### src/rtl/bfpd_map.vh
`ifndef BFPD_MAP_VH
`define BFPD_MAP_VH

// ----------------------------------------
// Register offsets (APB byte addresses)
// ----------------------------------------
`define BFPD_OFF_CTRL 8'h00
`define BFPD_OFF_PTR 8'h04
`define BFPD_OFF_EXT 8'h08
`define BFPD_OFF_STAT 8'h0C
`define BFPD_OFF_DECODE 8'h10
`define BFPD_OFF_BOOT 8'h14
`define BFPD_OFF_OPTIME 8'h18
`define BFPD_OFF_APPEND 8'h1C

// ----------------------------------------
// Control register fields
// ----------------------------------------
`define BFPD_CTRL_FILL 0
`define BFPD_CTRL_ERASE 1
`define BFPD_CTRL_WRITE 2
`define BFPD_CTRL_REEN 3

// ----------------------------------------
// Status register fields
// ----------------------------------------
`define BFPD_STAT_BUSY 0
`define BFPD_STAT_SECT_BUSY 1
`define BFPD_STAT_STALL 2
`define BFPD_STAT_IN_HALT 3
`define BFPD_STAT_BYTE_SEL 4

// ----------------------------------------
// Geometry and timing
// ----------------------------------------
`define BFPD_PAGE_WORDS 128
`define BFPD_WORD_BITS 7
`define BFPD_HALT_START_128K 17'h0F000
`define BFPD_HALT_START_256K 17'h1F000
`define BFPD_BOOT_128K_11 17'h0FE00
`define BFPD_BOOT_128K_10 17'h0FC00
`define BFPD_BOOT_128K_01 17'h0F800
`define BFPD_BOOT_128K_00 17'h0F000
`define BFPD_BOOT_256K_11 17'h1FE00
`define BFPD_BOOT_256K_10 17'h1FC00
`define BFPD_BOOT_256K_01 17'h1F800
`define BFPD_BOOT_256K_00 17'h1F000
`define BFPD_OP_CYCLES_DEF 16'h0010

`endif

### src/rtl/bfpd_boot_decode.v
`timescale 1ns/1ps
module bfpd_boot_decode
#(
	parameter IS_256K = 0
)
(
	input wire [1:0] boot_size_select,
	output reg [16:0] boot_start,
	output reg [16:0] app_end,
	output reg [13:0] boot_words
);
`include "bfpd_map.vh"
	always @*
	begin
		case (boot_size_select)
			2'h3:
			begin
				boot_start = IS_256K ? `BFPD_BOOT_256K_11 : `BFPD_BOOT_128K_11;
				boot_words = 14'h0200;
			end
			2'h2:
			begin
				boot_start = IS_256K ? `BFPD_BOOT_256K_10 : `BFPD_BOOT_128K_10;
				boot_words = 14'h0400;
			end
			2'h1:
			begin
				boot_start = IS_256K ? `BFPD_BOOT_256K_01 : `BFPD_BOOT_128K_01;
				boot_words = 14'h0800;
			end
			default:
			begin
				boot_start = IS_256K ? `BFPD_BOOT_256K_00 : `BFPD_BOOT_128K_00;
				boot_words = 14'h1000;
			end
		endcase
		app_end = boot_start - 17'h00001;
	end
endmodule

### src/rtl/bfpd_top.v
`timescale 1ns/1ps
// Notes on behaviour
// - 128K: below 0xF000 readable, above halts
// - 256K: below 0x1F000 readable, above halts
// - 128-word pages, word from pointer bits 7:1
// - 128K page index from pointer 16:8
// - 256K page index from pointer 17:8
// - Byte select ignored for stores, used for reads
// - Page index targets erase and write
// - Word index picks buffer fill location
// - 128K boot size fuses pick start address
// - 256K boot start; application ends below it
// - Pointer top bit one above counter top
// - Readable section busy blocks its reads
// - Halt section operation stalls the core
`include "bfpd_map.vh"
module bfpd_top
#(
	parameter IS_256K = 0,
	parameter [15:0] OP_CYCLES = `BFPD_OP_CYCLES_DEF
)
(
	input wire sys_clk,
	input wire srst,
	input wire psel,
	input wire penable,
	input wire pwrite,
	input wire [7:0] paddr,
	input wire [31:0] pwdata,
	output wire pready,
	output reg [31:0] prdata,
	output wire pslverr,
	input wire [1:0] boot_size_select,
	input wire load_program_read,
	output wire section_read_block,
	output wire core_stall,
	output reg [9:0] op_page_q,
	output reg [6:0] fill_word_q,
	output reg fill_strobe_q,
	output reg read_byte_high_q
);

	// ----------------------------------------
	// Geometry
	// ----------------------------------------
	// counter top bit 15 or 16, pointer top one above
	localparam COUNTER_TOP = IS_256K ? 16 : 15;
	localparam POINTER_TOP = COUNTER_TOP + 1;
	localparam EXT_BITS = IS_256K ? 2 : 1;
	localparam PAGE_BITS = COUNTER_TOP - `BFPD_WORD_BITS + 1;
	// Zero count would never end; run one cycle instead
	localparam [15:0] OP_LOAD = (OP_CYCLES == 16'h0000) ? 16'h0001 : OP_CYCLES;

	localparam ST_IDLE = 2'h0;
	localparam ST_ERASE = 2'h1;
	localparam ST_WRITE = 2'h2;

	// ----------------------------------------
	// State
	// ----------------------------------------
	reg [15:0] pointer_q;
	reg [1:0] page_extension_register;
	reg [1:0] state_q;
	reg [1:0] state_d;
	reg [15:0] count_q;
	reg section_busy_flag;
	reg halt_op_q;
	reg [31:0] read_data_d;

	// ----------------------------------------
	// Decode nets
	// ----------------------------------------
	wire [17:0] full_ptr;
	wire [16:0] word_addr;
	wire [PAGE_BITS-1:0] page_index;
	wire [9:0] page_index_wide;
	wire [6:0] word_index;
	wire pointer_byte_select;
	wire in_halt_section;
	wire [16:0] boot_start;
	wire [16:0] app_end;
	wire [13:0] boot_words;

	// ----------------------------------------
	// Bus nets
	// ----------------------------------------
	wire wr_acc;
	wire rd_acc;
	wire ctrl_wr;
	wire ptr_wr;
	wire ext_wr;
	wire [1:0] ext_d;
	wire cmd_fill;
	wire cmd_erase;
	wire cmd_write;
	wire cmd_reen;
	wire start_op;
	wire start_rww;
	wire clear_busy;
	wire busy;
	wire [31:0] stat_word;
	wire [31:0] decode_word;
	wire [31:0] boot_word;
	wire [31:0] optime_word;
	wire [31:0] app_end_word;

	// ----------------------------------------
	// Pointer decoding
	// ----------------------------------------
	// Upper pointer bits live in the extension register
	assign full_ptr = {page_extension_register, pointer_q};
	assign pointer_byte_select = full_ptr[0];
	assign word_index = full_ptr[7:1];
	assign page_index = full_ptr[POINTER_TOP:8];
	// Page index widened to ten bits for either size
	assign page_index_wide = IS_256K ? full_ptr[17:8] :
		{1'b0, full_ptr[16:8]};
	// Extension bit 1 always reads zero on the smaller part
	assign word_addr = full_ptr[17:1];

	// ----------------------------------------
	// Section split
	// ----------------------------------------
	// Halt section is the top 32 pages in both sizes
	assign in_halt_section = IS_256K ?
		(word_addr >= `BFPD_HALT_START_256K) :
		(word_addr >= `BFPD_HALT_START_128K);

	// ----------------------------------------
	// Boot decode
	// ----------------------------------------
	bfpd_boot_decode #(
		.IS_256K(IS_256K)
	) u_boot (
		.boot_size_select(boot_size_select),
		.boot_start(boot_start),
		.app_end(app_end),
		.boot_words(boot_words)
	);

	// ----------------------------------------
	// APB slave
	// ----------------------------------------
	// Zero wait states; unmapped reads give zero, no error
	assign pready = 1'b1;
	assign pslverr = 1'b0;
	assign wr_acc = psel & penable & pwrite;
	assign rd_acc = psel & ~penable & ~pwrite;
	assign ctrl_wr = wr_acc & (paddr == `BFPD_OFF_CTRL);
	assign ptr_wr = wr_acc & (paddr == `BFPD_OFF_PTR);
	assign ext_wr = wr_acc & (paddr == `BFPD_OFF_EXT);
	assign busy = (state_q != ST_IDLE);

	// ----------------------------------------
	// Commands
	// ----------------------------------------
	// Commands while busy are dropped: one operation at a time
	assign cmd_fill = ctrl_wr & pwdata[`BFPD_CTRL_FILL] & ~busy;
	assign cmd_erase = ctrl_wr & pwdata[`BFPD_CTRL_ERASE] &
		~busy & ~cmd_fill;
	assign cmd_write = ctrl_wr & pwdata[`BFPD_CTRL_WRITE] &
		~busy & ~cmd_fill & ~cmd_erase;
	// Re-enable only counts once the operation has ended
	assign cmd_reen = ctrl_wr & pwdata[`BFPD_CTRL_REEN] & ~busy;
	assign start_op = cmd_erase | cmd_write;
	assign start_rww = start_op & ~in_halt_section;
	assign clear_busy = cmd_reen | cmd_fill;

	// ----------------------------------------
	// Pointer registers
	// ----------------------------------------
	// Smaller part keeps only one extension bit
	assign ext_d = IS_256K ? pwdata[1:0] :
		{1'b0, pwdata[0]};

	always @(posedge sys_clk)
	begin
		if (srst)
			pointer_q <= 16'h0000;
		else if (ptr_wr)
			pointer_q <= pwdata[15:0];
	end

	always @(posedge sys_clk)
	begin
		if (srst)
			page_extension_register <= 2'h0;
		else if (ext_wr)
			page_extension_register <= ext_d;
	end

	// ----------------------------------------
	// Readback words
	// ----------------------------------------
	assign stat_word = {27'h0000000,
		pointer_byte_select, in_halt_section,
		core_stall, section_busy_flag, busy};
	assign decode_word = {15'h0000, page_index_wide, word_index};
	assign boot_word = {1'b0, boot_words, boot_start};
	assign optime_word = {16'h0000, OP_CYCLES};
	assign app_end_word = {15'h0000, app_end};

	// Unmapped reads give zero rather than an error
	always @*
	begin
		read_data_d = 32'h00000000;
		case (paddr)
			`BFPD_OFF_PTR: read_data_d = {16'h0000, pointer_q};
			`BFPD_OFF_EXT: read_data_d = {30'h00000000, page_extension_register};
			`BFPD_OFF_STAT: read_data_d = stat_word;
			`BFPD_OFF_DECODE: read_data_d = decode_word;
			`BFPD_OFF_BOOT: read_data_d = boot_word;
			`BFPD_OFF_OPTIME: read_data_d = optime_word;
			`BFPD_OFF_APPEND: read_data_d = app_end_word;
			default: read_data_d = 32'h00000000;
		endcase
	end

	// Loaded at setup so data stands for the access phase
	always @(posedge sys_clk)
	begin
		if (srst)
			prdata <= 32'h00000000;
		else if (rd_acc)
			prdata <= read_data_d;
	end

	// ----------------------------------------
	// Operation sequencer
	// ----------------------------------------
	always @*
	begin
		state_d = state_q;
		case (state_q)
			ST_IDLE:
			begin
				if (cmd_erase)
					state_d = ST_ERASE;
				else if (cmd_write)
					state_d = ST_WRITE;
			end
			ST_ERASE:
			begin
				if (count_q == 16'h0001)
					state_d = ST_IDLE;
			end
			ST_WRITE:
			begin
				if (count_q == 16'h0001)
					state_d = ST_IDLE;
			end
			default: state_d = ST_IDLE;
		endcase
	end

	always @(posedge sys_clk)
	begin
		if (srst)
			state_q <= ST_IDLE;
		else
			state_q <= state_d;
	end

	// Loaded at start, counts down to zero
	always @(posedge sys_clk)
	begin
		if (srst)
			count_q <= 16'h0000;
		else if (start_op)
			count_q <= OP_LOAD;
		else if (count_q != 16'h0000)
			count_q <= count_q - 16'h0001;
	end

	always @(posedge sys_clk)
	begin
		if (srst)
			halt_op_q <= 1'b0;
		else if (start_op)
			halt_op_q <= in_halt_section;
	end

	// Word bits are not used; page index alone targets
	always @(posedge sys_clk)
	begin
		if (srst)
			op_page_q <= 10'h000;
		else if (start_op)
			op_page_q <= page_index_wide;
	end

	// ----------------------------------------
	// Section busy and stall
	// ----------------------------------------
	// Set on start beats a same-cycle re-enable
	always @(posedge sys_clk)
	begin
		if (srst)
			section_busy_flag <= 1'b0;
		else if (start_rww)
			section_busy_flag <= 1'b1;
		else if (clear_busy)
			section_busy_flag <= 1'b0;
	end

	assign section_read_block = section_busy_flag;
	// Stall drops in the same cycle as busy
	assign core_stall = busy & halt_op_q;

	// ----------------------------------------
	// Buffer fill
	// ----------------------------------------
	always @(posedge sys_clk)
	begin
		if (srst)
			fill_strobe_q <= 1'b0;
		else
			fill_strobe_q <= cmd_fill;
	end

	// Byte select dropped: stores are whole words
	always @(posedge sys_clk)
	begin
		if (srst)
			fill_word_q <= 7'h00;
		else if (cmd_fill)
			fill_word_q <= word_index;
	end

	// ----------------------------------------
	// Byte select
	// ----------------------------------------
	// Only a program read moves the byte select
	always @(posedge sys_clk)
	begin
		if (srst)
			read_byte_high_q <= 1'b0;
		else if (load_program_read)
			read_byte_high_q <= pointer_byte_select;
	end
endmodule

### config.mk
export PLATFORM = sky130hd
export DESIGN_NAME = bfpd_top
export DESIGN_NICKNAME = d
export VERILOG_FILES = /design/src/rtl/bfpd_boot_decode.v /design/src/rtl/bfpd_top.v
export VERILOG_INCLUDE_DIRS = /design/src /design/src/rtl
export SDC_FILE = /design/constraint.sdc
export NUM_CORES = 1
export LEC_CHECK = 0
export BUFFER_PORTS_ARGS = -buffer_cell sky130_fd_sc_hd__buf_2
export CORE_UTILIZATION = 25
export DETAILED_ROUTE_END_ITERATION = 6
export SETUP_SLACK_MARGIN = 0.15
export SYNTH_ARGS = -nofsm -noshare
export SYNTH_HDL_FRONTEND = slang
export SYNTH_SLANG_ARGS = --single-unit
### constraint.sdc
create_clock -name sys_clk -period 4.8 [get_ports sys_clk]
set_input_delay 0.72 -clock sys_clk [delete_from_list [all_inputs] [get_ports sys_clk]]
set_output_delay 0.72 -clock sys_clk [all_outputs]
set_load 0.03 [all_outputs]
==> reports/results.tsv <==
metric	value	unit
Tot Pwr	1.948	mW
IO Port Bufs	71	
CTS resizes	0	
Layout Cells excl Fill	658	
Distinct cells, synth	51	
WP data arrival	2.92	ns
pwr dens	451.5	mW/mm^2
Post-Synth Simple-Gate Area	23.13	%
Worst-Margin Slew	1.231	ns
Cells after Synth	414	
Seq cells post-synth	75	
CP Capture Type	register	
clk root buf	clkbuf_16	
I/O pin total	103	
Slew HR	17.28	%
commonest non-fill, non-tap cell in the layout	dfxtp_1	
Synth async-reset ratio	0	%
clk slew on worst S/H paths	0.06	ns
fin area	0.004315	sq mm
placed cells	642	
Post-CTS Setup Inserts	0	
DP Area	0.004005	sq mm
min-delay worst type	reg -> reg	
Hold Slack	0.4474	ns
worst flop-to-flop path endpoint	op_page_q[8]$_SDFFE_PP0P_	
clock latency on the worst-skew pair	0.33	ns
R2R cell count	7	
DR DRC count	0	
final setup margin	2.135	ns
routability cong.	0.7848	
diode count	0	
post-synthesis cell area	0.003576	sq mm
clock buffer count from CTS	9	
share of post-route cells with drive strength above 1	20.71	%
hold endpoint	halt_op_q$_SDFFE_PP0P_	
Reg-to-Reg Start	state_q[0]$_SDFFE_PP0P_	
Die Y	121.6	microns
Post-synth EDFFs	0	
area share of fa/ha/maj cells after synthesis	1.400	%
Layout Utilization	30.97	%
CTS max path bufs	2	
Fin Setup TNS	0	ns
cell count of the worst hold path	2	
half-perimeter wire length after placement	6742	microns
largest family of logic cells by synthesized area	simple AND/OR/NAND/NOR gates	
max cap viols	0	
Fmax achieved	375.2	MHz
reg2reg setup slack	2.24	ns
Final min period	2.665	ns
WL final	8926	microns
core area	0.01393	sq mm
unrepaired setup endpoints after global routing	no	
Starting DRT DRC Count	162	
fraction of the yosys area taken by sequential cells	41.99	%
routed len/inst	13.57	microns
xor and xnor area share after synthesis	3.184	%
status	complete, no violations	
via count	3031	
CP startpoint kind	input port	
mux cell area share after synthesis	7.943	%
Worst IR Drop VDD	0.2557	mV
Lkg Pwr	1.807	nW
H-Tree Depth	3	
synth warn	0	
fin nets	525	
total gr overflow	0	
Hold-fix buffers, CTS	0	
die area	0.01479	sq mm
All-Layer GR Usage	12.67	%
Worst Skew	0.006875	ns
Post-Syn Area per Cell	8.638	sq um
Max Transition Viols Final	0	
vias per cell	4.606	
number of global-route vias before repair	2865	
Post-Place Worst Slack	1.786	ns
final hold viol count	0	
post-synthesis compound-gate area fraction	15.50	%
die width	121.6	microns
final setup fails	0	
Rows	43	
CP required	5.06	ns
initial antenna violation count	0	
CTS tree	done	
Routed Antenna Nets	0	
Crit Path Class	in -> reg	
Hold Path Origin	halt_op_q$_SDFFE_PP0P_	
clk sinks	75	
Initial Util	25.66	%
largest net degree at the start of global routing	33	
most frequent cells in the layout	dfxtp_1, buf_2, nor2_1, nand2_1, mux2i_1	
first-pass GRT wire length	14480	microns
Area growth syn-to-layout	20.68	%
final critical-path share of the clock period	55.53	%
Most used DFF post-synth	dfxtp_1	
CP Max Fanout	26	
drt pass-1 iters	6	
[cell type report]
type	count	area, sq um
Timing Repair Buffer	72	362.8
Inverter	8	30.03
Fill cell	1472	9619
Sequential cell	75	1501
Tap cell	180	225.2
Multi-Input combinational cell	307	1886
Clock inverter	5	77.57
Clock buffer	11	232.7
[synthesized netlist by cell type (all sizes together) (3+ instances only)]
cell    instances  share of area [%]
a32oi           4               0.98
mux2            3               0.94
clkbuf         14                1.5
xor2            5                1.2
dfxtp          75                 42
nand2b          3               0.52
inv             8               0.84
a22o           10                2.4
a22oi          14                2.9
nand2          42                4.4
nor2b          11                1.9
nor4            4                1.5
nor3b           3               0.63
xnor2           8                2.0
o21ai          17                2.4
buf            23                4.3
a21o            8                1.7
a21oi          16                2.2
nor2           68                7.2
nand3b          4               0.84
nand4b          3               0.73
nor3           12                2.0
ha              4                1.4
mux2i          25                7.0
[sequential cells by signal (all words and copies together) (netlist names), 2 cells and up]
signal / count
op_page_q: 9
pointer_q: 16
prdata: 20
count_q: 16
fill_word_q: 7
state_q: 2
[worst max-delay path: stages]
cell	delay [ns]
buf_2	0.24
nor3b_1	0.36
nand4b_1	0.23
nor3_1	1.02
nand2_1	0.16
a21oi_1	0.19
[report_power, final]
part / internal (mW) / switching, mW / total [mW]
clock: 0.453 / 0.253 / 0.706
combinational: 0.204 / 0.295 / 0.498
sequential: 0.682 / 0.0618 / 0.744
total: 1.34 / 0.609 / 1.95
[worst max-delay path by stage]
stage | endpoint | start | cells after the start
CTS | op_page_q[8]$_SDFFE_PP0P_ | paddr[3] | 6
floorplan | prdata[1]$_SDFFE_PP0P_ | pwrite | 4
global placement | op_page_q[7]$_SDFFE_PP0P_ | paddr[4] | 6
global route | op_page_q[0]$_SDFFE_PP0P_ | paddr[3] | 6
detailed placement | op_page_q[8]$_SDFFE_PP0P_ | paddr[3] | 6
finish | op_page_q[8]$_SDFFE_PP0P_ | paddr[3] | 6
[cells by family (layout without fill, tap and decap cells)]
family,count (synthesis),in the layout
other,2,15
flip-flops,75,75
AND/OR/NAND/NOR,165,165
multiplexers,28,28
buffers and inverters,45,96
adder cells (fa/ha/maj),4,4
AO/OA/AOI/OAI,82,82
XOR/XNOR,13,13
[metal layers]
layer / up-vias / global-route usage [%] / part of all wire [%]
met1: 1425 / 15.64 / 46
met5: - / 0 / 0
met4: 0 / 4.321 / 1.6
met3: 13 / 3.839 / 5.1
met2: 63 / 20.85 / 47
li1: 1530 / - / -
Power figures use the tool's default switching activity.
